**src/rtl/pss_pkg.sv**
```systemverilog
// Package for the PA supply step-start sequencer.
// Assumes a single 10 MHz pclk domain; all times derived from CLK_HZ.
package pss_pkg;
	localparam int CLK_HZ = 10000000;
	localparam int STEP_DELAY_MS = 1000;
	localparam int RUN_SETTLE_MS = 500;
	localparam int FB_TIMEOUT_MS = 200;
	localparam int STEP_DELAY_CYC = CLK_HZ / 1000 * STEP_DELAY_MS;
	localparam int RUN_SETTLE_CYC = CLK_HZ / 1000 * RUN_SETTLE_MS;
	localparam int FB_TIMEOUT_CYC = CLK_HZ / 1000 * FB_TIMEOUT_MS;
	localparam int NUM_STATUS = 26;

	localparam logic [7:0] ADDR_CTRL = 8'h00;
	localparam logic [7:0] ADDR_STATE = 8'h04;
	localparam logic [7:0] ADDR_IRQ_STAT = 8'h08;
	localparam logic [7:0] ADDR_IRQ_MASK = 8'h0C;
	localparam logic [7:0] ADDR_FAULT = 8'h10;

	// Control register fields
	localparam int CTRL_ON_BIT = 0;
	localparam int CTRL_OFF_BIT = 1;
	localparam int CTRL_FAULT_RESET_BIT = 2;
	localparam int CTRL_AUTO_RESTART_BIT = 3;
	localparam logic [31:0] CTRL_RESET_VAL = 32'h0000_0008;

	// Event / sticky status bits
	localparam int EV_RUNNING = 0;
	localparam int EV_OFF = 1;
	localparam int EV_FB_FAULT = 2;
	localparam int EV_SUPPLY_FAULT = 3;
	localparam int EV_INHIBIT = 4;
	localparam int NUM_EV = 5;

	// Latched fault bits in the fault store
	localparam int FLT_SURGE_FB = 0;
	localparam int FLT_RUN_FB = 1;
	localparam int FLT_SUPPLY = 2;

	typedef enum logic [2:0] {
		PSS_OFF = 3'b000,
		PSS_SURGE = 3'b001,
		PSS_RUN_WAIT = 3'b010,
		PSS_OVERLAP = 3'b011,
		PSS_ON = 3'b100
	} pss_state_e;
endpackage

```
**src/rtl/pss_sync_if.sv**
```systemverilog
// Interface carrying synchronised pin levels between top and synchroniser.
// Assumes all pins are asynchronous to pclk.
`timescale 1ns/1ns
`default_nettype none
interface pss_sync_if #(parameter int W = 8);
	logic [W-1:0] raw;
	logic [W-1:0] synced;
	modport src (output raw, input synced);
	modport snk (input raw, output synced);
endinterface
`default_nettype wire

```
**src/rtl/pss_seq.sv**
```systemverilog
// PA supply step-start sequencer with APB register slave.
// Assumes 10 MHz pclk; contactor feedback, buttons, remote and
// mismatch pins are asynchronous and are synchronised here.
// Operation
// [RULE1] Panel low/med/high/off buttons and remote inputs request on or off.
// [RULE2] Turn-on first energizes the surge-limit contactor.
// [RULE3] Surge-limit contactor aux contact returns a closed feedback.
// [RULE4] One second after surge energize, energize the run contactor.
// [RULE5] Run contactor aux contact returns a closed feedback.
// [RULE6] Half a second after run closes, drop the surge-limit contactor.
// [RULE7] Steady on: surge-limit off, run contactor on.
// [RULE8] Discharge on whenever both contactors off, open while energized.
// [RULE9] Mismatch forces all amplifier control outputs off at once.
// [RULE10] Inhibit lasts only while mismatch present, no restart sequence.
// [RULE11] Fault indications latch until explicit reset, even when off.
// [RULE12] Status kept through mains loss; restart when mains returns.
// [RULE13] Provide 26 status indications, each also a remote output.
// [RULE14] Phase loss or imbalance switches supply off, flags supply fault.
// [RULE15] Off request at any point drops both contactors at once.
// [RULE16] Missing contactor feedback within bound aborts turn-on with fault.
`timescale 1ns/1ns
`default_nettype none
module pss_seq
	import pss_pkg::*;
#(
	parameter int STEP_CYC = STEP_DELAY_CYC,
	parameter int SETTLE_CYC = RUN_SETTLE_CYC,
	parameter int FB_CYC = FB_TIMEOUT_CYC,
	parameter int AMP_W = 8
) (
	input wire logic pclk,
	input wire logic presetn,
	input wire logic psel,
	input wire logic penable,
	input wire logic pwrite,
	input wire logic [7:0] paddr,
	input wire logic [31:0] pwdata,
	output logic [31:0] prdata,
	output logic pready,
	output logic pslverr,
	input wire logic btn_low,
	input wire logic btn_med,
	input wire logic btn_high,
	input wire logic btn_off,
	input wire logic remote_on,
	input wire logic remote_off,
	input wire logic surge_closed,
	input wire logic run_closed,
	input wire logic load_mismatch,
	input wire logic phase_fault,
	input wire logic mains_ok,
	input wire logic [AMP_W-1:0] amp_ctrl_in,
	input wire logic [pss_pkg::NUM_STATUS-1:0] status_in,
	output logic surge_limit_contactor,
	output logic run_contactor,
	output logic discharge_on,
	output logic amp_inhibit,
	output logic [AMP_W-1:0] amp_ctrl,
	output logic [pss_pkg::NUM_STATUS-1:0] status_led,
	output logic [pss_pkg::NUM_STATUS-1:0] remote_status,
	output logic irq
);
	import pss_pkg::*;

	localparam int CW = 32;
	localparam int NPIN = 10 + NUM_STATUS;

	// Surge feedback is only watched while the surge step lasts
	if (STEP_CYC < 1 || SETTLE_CYC < 1 || FB_CYC < 1) begin : g_bad_delay
		$error("pss_seq: delay counts must be at least one");
	end
	if (FB_CYC >= STEP_CYC) begin : g_bad_fb
		$error("pss_seq: feedback bound must be below step delay");
	end
	if (AMP_W < 1) begin : g_bad_width
		$error("pss_seq: AMP_W must be positive");
	end

	typedef struct packed {
		pss_state_e st;
		logic [CW-1:0] cnt;
		logic [CW-1:0] fb_cnt;
		logic restart_pend;
		logic was_mains;
		logic auto_restart;
		logic [2:0] faults;
		logic [NUM_STATUS-1:0] stat_latch;
		logic [NUM_EV-1:0] ev_stat;
		logic [NUM_EV-1:0] ev_mask;
		logic inhibit_q;
		logic [31:0] rdata;
	} pss_seq_s;

	pss_seq_s r;
	pss_seq_s next_r;

	pss_sync_if #(.W(NPIN)) sif ();
	pss_sync #(.W(NPIN)) i_pss_sync (
		.pclk(pclk),
		.presetn(presetn),
		.sif(sif)
	);

	assign sif.raw = {status_in, mains_ok, phase_fault, load_mismatch,
		run_closed, surge_closed, remote_off, remote_on, btn_off,
		btn_high, btn_med | btn_low};

	logic s_btn_on;
	logic s_btn_high;
	logic s_btn_off;
	logic s_rem_on;
	logic s_rem_off;
	logic s_surge_fb;
	logic s_run_fb;
	logic s_mismatch;
	logic s_phase;
	logic s_mains;
	logic [NUM_STATUS-1:0] s_status;

	assign s_btn_on = sif.synced[0];
	assign s_btn_high = sif.synced[1];
	assign s_btn_off = sif.synced[2];
	assign s_rem_on = sif.synced[3];
	assign s_rem_off = sif.synced[4];
	assign s_surge_fb = sif.synced[5];
	assign s_run_fb = sif.synced[6];
	assign s_mismatch = sif.synced[7];
	assign s_phase = sif.synced[8];
	assign s_mains = sif.synced[9];
	assign s_status = sif.synced[NPIN-1:10];

	logic apb_wr;
	logic apb_rd;
	logic on_req;
	logic off_req;
	logic flt_reset;
	logic [NUM_EV-1:0] ev_set;
	logic [NUM_EV-1:0] ev_clr;

	assign apb_wr = psel && penable && pwrite;
	assign apb_rd = psel && !penable && !pwrite;

	always_comb begin
		next_r = r;
		on_req = 1'b0;
		off_req = 1'b0;
		flt_reset = 1'b0;
		ev_set = '0;
		ev_clr = '0;

		// Any panel on button (low, med, high) or remote_on can start the supply
		on_req = s_btn_on || s_btn_high || s_rem_on; // [RULE1]
		off_req = s_btn_off || s_rem_off; // [RULE1]

		if (apb_wr && paddr == ADDR_CTRL) begin
			on_req = on_req || pwdata[CTRL_ON_BIT];
			off_req = off_req || pwdata[CTRL_OFF_BIT];
			flt_reset = pwdata[CTRL_FAULT_RESET_BIT];
			next_r.auto_restart = pwdata[CTRL_AUTO_RESTART_BIT];
		end
		if (apb_wr && paddr == ADDR_IRQ_STAT) begin
			ev_clr = pwdata[NUM_EV-1:0];
		end
		if (apb_wr && paddr == ADDR_IRQ_MASK) begin
			next_r.ev_mask = pwdata[NUM_EV-1:0];
		end

		// Mains loss drops the supply but remembers it was wanted
		next_r.was_mains = s_mains;
		if (!s_mains && r.st != PSS_OFF && r.auto_restart) begin
			next_r.restart_pend = 1'b1; // [RULE12]
		end
		if (s_mains && !r.was_mains && r.restart_pend) begin
			on_req = 1'b1; // [RULE12]
			next_r.restart_pend = 1'b0;
		end
		if (off_req) begin
			next_r.restart_pend = 1'b0;
		end

		// Reset clears before this cycle's faults latch, so a set wins
		if (flt_reset) begin
			next_r.faults = '0; // [RULE11]
		end

		next_r.cnt = r.cnt + 32'h0000_0001;
		next_r.fb_cnt = r.fb_cnt + 32'h0000_0001;

		case (r.st)
			PSS_OFF: begin
				if (on_req && !off_req && s_mains && !s_phase) begin
					next_r.st = PSS_SURGE; // [RULE2]
					next_r.cnt = '0;
					next_r.fb_cnt = '0;
				end
			end
			PSS_SURGE: begin
				if (!s_surge_fb && r.fb_cnt >= 32'(FB_CYC)) begin
					next_r.st = PSS_OFF; // [RULE16]
					next_r.faults[FLT_SURGE_FB] = 1'b1;
					ev_set[EV_FB_FAULT] = 1'b1;
				end else if (r.cnt >= 32'(STEP_CYC - 1)) begin
					next_r.st = PSS_RUN_WAIT; // [RULE4]
					next_r.fb_cnt = '0;
				end
			end
			PSS_RUN_WAIT: begin
				if (s_run_fb) begin // [RULE5]
					next_r.st = PSS_OVERLAP;
					next_r.cnt = '0;
				end else if (r.fb_cnt >= 32'(FB_CYC)) begin
					next_r.st = PSS_OFF; // [RULE16]
					next_r.faults[FLT_RUN_FB] = 1'b1;
					ev_set[EV_FB_FAULT] = 1'b1;
				end
			end
			PSS_OVERLAP: begin
				if (r.cnt >= 32'(SETTLE_CYC - 1)) begin
					next_r.st = PSS_ON; // [RULE6]
					ev_set[EV_RUNNING] = 1'b1;
				end
			end
			PSS_ON: begin
				if (!s_run_fb) begin
					next_r.st = PSS_OFF;
					next_r.faults[FLT_RUN_FB] = 1'b1;
					ev_set[EV_FB_FAULT] = 1'b1;
				end
			end
			default: begin
				next_r.st = PSS_OFF;
			end
		endcase

		// Abort overrides every step, including pending delays
		if (r.st != PSS_OFF && (off_req || !s_mains)) begin
			next_r.st = PSS_OFF; // [RULE15]
			ev_set[EV_OFF] = 1'b1;
		end
		if (r.st != PSS_OFF && s_phase) begin
			next_r.st = PSS_OFF; // [RULE14]
			ev_set[EV_SUPPLY_FAULT] = 1'b1;
		end
		if (s_phase) begin
			next_r.faults[FLT_SUPPLY] = 1'b1; // [RULE14]
		end

		next_r.inhibit_q = s_mismatch;
		if (s_mismatch && !r.inhibit_q) begin
			ev_set[EV_INHIBIT] = 1'b1;
		end

		// Latch survives turn-off; only an explicit reset clears it
		if (flt_reset) begin
			next_r.stat_latch = s_status; // [RULE11]
		end else begin
			next_r.stat_latch = r.stat_latch | s_status; // [RULE11]
		end

		// Set wins over a same-cycle clear
		next_r.ev_stat = (r.ev_stat & ~ev_clr) | ev_set;

		if (apb_rd) begin
			case (paddr)
				ADDR_CTRL: next_r.rdata = {28'h0000000, r.auto_restart,
					3'b000};
				ADDR_STATE: next_r.rdata = {24'h000000, s_mains, s_phase,
					s_mismatch, s_run_fb, s_surge_fb, r.st};
				ADDR_IRQ_STAT: next_r.rdata = {27'h0000000, r.ev_stat};
				ADDR_IRQ_MASK: next_r.rdata = {27'h0000000, r.ev_mask};
				ADDR_FAULT: next_r.rdata = {3'b000, r.faults,
					r.stat_latch};
				default: next_r.rdata = 32'h0000_0000;
			endcase
		end
	end

	// Backup-powered store modelled by keeping state across mains loss;
	// only presetn (backup loss) clears it.
	always_ff @(posedge pclk or negedge presetn) begin
		if (!presetn) begin
			r <= '{st: PSS_OFF, cnt: '0, fb_cnt: '0,
				restart_pend: 1'b0, was_mains: 1'b0,
				auto_restart: CTRL_RESET_VAL[CTRL_AUTO_RESTART_BIT],
				faults: '0, stat_latch: '0, ev_stat: '0, ev_mask: '0,
				inhibit_q: 1'b0, rdata: '0};
		end else begin
			r <= next_r;
		end
	end

	logic amp_block;

	// One gate per module line; a mismatch drops every line together
	for (genvar gi = 0; gi < AMP_W; gi++) begin : g_amp_gate
		assign amp_ctrl[gi] = amp_ctrl_in[gi] && !amp_block; // [RULE9]
	end

	always_comb begin
		surge_limit_contactor = (r.st == PSS_SURGE) ||
			(r.st == PSS_RUN_WAIT) || (r.st == PSS_OVERLAP); // [RULE2]
		run_contactor = (r.st == PSS_RUN_WAIT) || (r.st == PSS_OVERLAP) ||
			(r.st == PSS_ON); // [RULE7]
		discharge_on = (r.st == PSS_OFF); // [RULE8]
		// Combinational so the inhibit acts with only the sync delay
		amp_inhibit = s_mismatch; // [RULE9]
		amp_block = s_mismatch || r.st != PSS_ON; // [RULE10]
		status_led = {r.stat_latch[NUM_STATUS-1:3], r.faults}; // [RULE13]
		remote_status = {r.stat_latch[NUM_STATUS-1:3], r.faults}; // [RULE13]
		irq = |(r.ev_stat & r.ev_mask);
		prdata = r.rdata;
		pready = 1'b1;
		pslverr = 1'b0;
	end
endmodule // pss_seq
`default_nettype wire

```
**src/rtl/pss_sync.sv**
```systemverilog
// Two-flop synchroniser bank for asynchronous pin inputs.
// Assumes presetn asynchronous active low; pins settle to inactive low.
`timescale 1ns/1ns
`default_nettype none
module pss_sync #(
	parameter int W = 8
) (
	input wire logic pclk,
	input wire logic presetn,
	pss_sync_if.snk sif
);
	typedef struct packed {
		logic [W-1:0] meta;
		logic [W-1:0] stab;
	} pss_sync_s;
	pss_sync_s r;
	pss_sync_s next_r;

	always_comb begin
		next_r = r;
		next_r.meta = sif.raw;
		next_r.stab = r.meta;
	end

	always_ff @(posedge pclk or negedge presetn) begin
		if (!presetn) begin
			r <= '0;
		end else begin
			r <= next_r;
		end
	end

	assign sif.synced = r.stab;
endmodule // pss_sync
`default_nettype wire

```
**config.mk**
```make
export PLATFORM = sky130hd
export DESIGN_NAME = pss_seq
export DESIGN_NICKNAME = d
export VERILOG_FILES = /design/src/rtl/pss_pkg.sv /design/src/rtl/pss_sync_if.sv /design/src/rtl/pss_seq.sv /design/src/rtl/pss_sync.sv
export SDC_FILE = /design/constraint.sdc
export NUM_CORES = 1
export LEC_CHECK = 0
export ABC_CLOCK_PERIOD_IN_PS = 2400
export BUFFER_PORTS_ARGS = -buffer_cell sky130_fd_sc_hd__buf_4
export CORE_MARGIN = 3
export CORE_UTILIZATION = 35
export CTS_CLUSTER_DIAMETER = 50
export CTS_CLUSTER_SIZE = 28
export DETAILED_ROUTE_END_ITERATION = 8
export HOLD_SLACK_MARGIN = 0.06
export MAX_ROUTING_LAYER = met4
export RECOVER_POWER = 50
export SYNTH_ARGS = -nofsm -noshare
export SYNTH_HDL_FRONTEND = slang
export SYNTH_HIERARCHICAL = 1
export SYNTH_SLANG_ARGS = --single-unit
export TNS_END_PERCENT = 100
```
**constraint.sdc**
```tcl
create_clock -name pclk -period 2.4 [get_ports pclk]
set_input_delay 0 -clock pclk [delete_from_list [all_inputs] [get_ports pclk]]
set_output_delay 0 -clock pclk [all_outputs]
set_load 0.02 [all_outputs]
```
==> metrics.csv <==
stage;metric;value;unit
setup_path;worst path arrival time;2640;ps
power;cell internal pwr;5780;µW
drt;Detailed Route WL;20.7;mm
finish;final core occ;44.8;%
logic_synthesis;Post-Syn Area;0.00926;mm²
clock_network;Clk pin slew, worst setup/hold paths;80;ps
setup_path;Worst Setup End Kind;flop;
power;clock share of power;41.0;%
power;Sw Ratio;26.3;%
sta;Max-slew headroom;-30.4;%
drt;vias;6429;
sta;Hold WS;114;ps
power;Peak VDD IR;464;µV
floorplanning;Die ar.;0.0284;mm²
finish;Antenna Cells;0;
drt;DR WL/cell;15.7;µm
placement;Placed Instance Area;0.0103;mm²
sta;Setup TNS;0;ps
sta;Tcrit/Tclk final;95.0;%
floorplanning;Core ar.;0.0256;mm²
sta;fmax;0.439;GHz
drt;Remaining DRCs;0;
setup_path;Reg-to-Reg Start;r[89];
drt;routed length on met2;9.84;mm
sta;final setup fails;0;
floorplanning;# rows;58;
logic_synthesis;Synth warnings;6;
sta;Period minus WS final;2280;ps
setup_path;kind of start point of the critical path;flop;
status;outcome;finished with violations;
drt;Max Used Layer;met4;
hold_path;hold path cells;6;
drt;Iter 0 DRT Violations;477;
drt;routed vias/inst;4.86;
grt;initial antenna violation count;0;
hold_path;Hold Path Origin;paddr[6];
setup_path;R2R depth;7;
clock_network;Longest Clk Path Bufs;3;
finish;# nets final;1074;
floorplanning;Initial Utilization;36.1;%
placement;input/output buffers;156;
power;pwr/cell area;683;mW/mm²
drt;WL met1;9.31;mm
logic_synthesis;FF+latch count, synth;211;
clock_network;root buf cell;clkbuf_16;
sta;endpoints failing hold;0;
placement;GP Congestion;0.823;
logic_synthesis;ys async rst share;100;%
power;P_leak;0.00513;µW
power;Gate power share;9.1;%
grt;Global Route Usage Sum;15.0;%
sta;Worst Tran Pin Value;1960;ps
logic_synthesis;Unique masters post-synth;59;
hold_path;Hold/Removal Path Class;in -> reg;
power;sequential power share;49.9;%
sta;worst clock skew;25.9;ps
finish;layout cells sized above 1;27.2;%
setup_path;worst path required time;2760;ps
setup_path;Setup CP Type;reg -> reg;
power;Pwr Total;7840;µW
finish;post-route cell area;0.0115;mm²
clock_network;CTS tree;done;
clock_network;Num CTS Buffers;19;
logic_synthesis;Post-synth EDFFs;0;
setup_path;FF-to-FF setup slack;120;ps
finish;Area Growth Syn to Fin;24.0;%
status;violated checks;max-capacitance violations, max-slew violations;
sta;Final Max Tran Viols;84;
drt;wire length on met3;1.18;mm
drt;Final ANT Viol Nets;0;
drt;First-pass DRT Iterations;4;
grt;global-route wire length before repair;34.4;mm
logic_synthesis;Post-synth top flop;dfrtp_1;
clock_network;H-tree depth;1;
placement;dpl hpwl;14.5;mm
setup_path;reg-to-reg endpoint;r[98];
floorplanning;Die Ht;169;µm
hold_path;worst-case hold path end point;remote_status[1];
logic_synthesis;Cells after Synth;847;
flow_run;Max Cap Viol;1;
floorplanning;I/O pin cnt;189;
grt;largest net degree at the start of global routing;86;
logic_synthesis;post-synthesis sequential area ratio;57.0;%
logic_synthesis;syn avg cell area;10.9;µm²
clock_network;Skew-Pair Late Insertion Delay;510;ps
floorplanning;Die Wd;169;µm
sta;RSZ-0062 raised after global routing;no;
grt;vias in the first global route;6461;
power;Psw;2060;µW
clock_network;Sink Count;211;
setup_path;Worst Path Max Fanout;21;
grt;total gr overflow;0;
## power groups by stage
stage / clock (µW) / combinational [µW] / sequential (µW)
global placement: 0 / 657 / 3970
CTS: 3330 / 733 / 3910
finish: 3210 / 716 / 3910
detailed placement: 0 / 670 / 3980
floorplan: 0 / 423 / 3930
global route: 3470 / 803 / 3940
## layout make-up
class	instances	area, µm²
Fill cell	2404	14100
Tap cell	330	413
Clock buffer	20	479
Multi-Input combinational cell	504	3130
Timing Repair Buffer	233	1930
Sequential cell	211	5280
Clock inverter	14	195
Inverter	12	45.0
## per-stage QoR
step | cells | setup WS [ps]
after global placement | 1243 | 142
final | 1324 | 120
after CTS | 1324 | 135
after floorplan | 850 | 353
after detailed placement | 1243 | 108
after global routing | 1324 | 1.58
## registers in the layout, summed over array words and instances (netlist names)
register / flops
remote_status: 26
r: 84
i_pss_sync/next_r: 36
prdata: 29
i_pss_sync/sif.synced: 36
## critical path, cell delays in order, from the launching register on
cell	delay, ps
dfrtp_1	430
or4_1	510
nor3_1	370
o32ai_2	210
o22ai_4	180
buf_12	220
buf_12	160
a21oi_2	60
## per-layer routing
metal  track usage, %  vias up
li1                 -     3095
met1             20.1     3138
met2             24.1      173
met3             2.52       23
met4             3.74        0
met5                -        -
## repair_timing
item                                    CTS  global route
endpoints found under the hold margin   287             0
buffers inserted                          0             0
resized for setup                         0             1
hold buffers                             47             0
endpoints found under the setup margin    0             2
## worst max path at each step
stage,endpoint,start,slack [ps]
4_1_cts,r[95],r[89],140
5_1_grt,r[98],r[89],2
2_1_floorplan,r[137],r[107],350
6_report,r[98],r[89],120
3_3_place_gp,r[98],paddr[1],140
3_5_place_dp,r[98],paddr[1],110
## synth_stat cells (all sizes together), types with 2 or more instances
master / n / share of area [%]
a211oi: 2 / 0.16
a21o: 31 / 2.5
a21oi: 38 / 3.3
a221oi: 3 / 0.28
a22o: 2 / 0.19
a22oi: 8 / 0.65
a31oi: 5 / 0.34
and2: 11 / 0.74
and3: 11 / 0.74
and4: 3 / 0.28
buf: 105 / 8.1
clkbuf: 18 / 0.76
conb: 2 / 0.081
dfrtp: 210 / 57
ha: 3 / 0.41
inv: 12 / 0.49
mux2: 6 / 0.73
nand2: 90 / 3.6
nand2b: 4 / 0.27
nand3: 54 / 2.9
nand4: 23 / 1.6
nor2: 59 / 2.4
nor2b: 3 / 0.20
nor3: 15 / 0.81
nor3b: 2 / 0.16
nor4: 15 / 1.0
nor4b: 2 / 0.35
o21ai: 14 / 0.80
o311a: 3 / 0.32
o31ai: 4 / 0.32
o32ai: 2 / 0.19
or2: 4 / 0.27
or3: 6 / 0.46
or3b: 2 / 0.19
or4: 7 / 0.57
xnor2: 24 / 2.3
xor2: 32 / 3.0
## cell families (layout without fill, tap and decap cells)
group,Yosys count,in the layout,share of synthesized area [%]
simple gates,313,313,16.8
flops,211,211,57.0
buf+inv,135,279,9.39
compound gates,120,120,10.0
xor+xnor,56,56,5.30
mux,7,7,0.973
fa+ha+maj,3,3,0.406
other cells,2,5,0.0811
## cells in the final DEF (no fill, tap or decap), types with 12 or more instances in the layout
| master | count |
|---|---|
| a21o_1 | 31 |
| a21oi_2 | 30 |
| buf_4 | 141 |
| clkbuf_16 | 19 |
| clkbuf_4 | 35 |
| dfrtp_1 | 210 |
| dlygate4sd3_1 | 47 |
| inv_1 | 12 |
| nand2_1 | 90 |
| nand3_1 | 54 |
| nand4_1 | 23 |
| nor2_1 | 59 |
| nor3_1 | 15 |
| nor4_1 | 15 |
| o21ai_0 | 12 |
| xnor2_1 | 24 |
| xor2_1 | 32 |
Power figures use the tool's default switching activity.
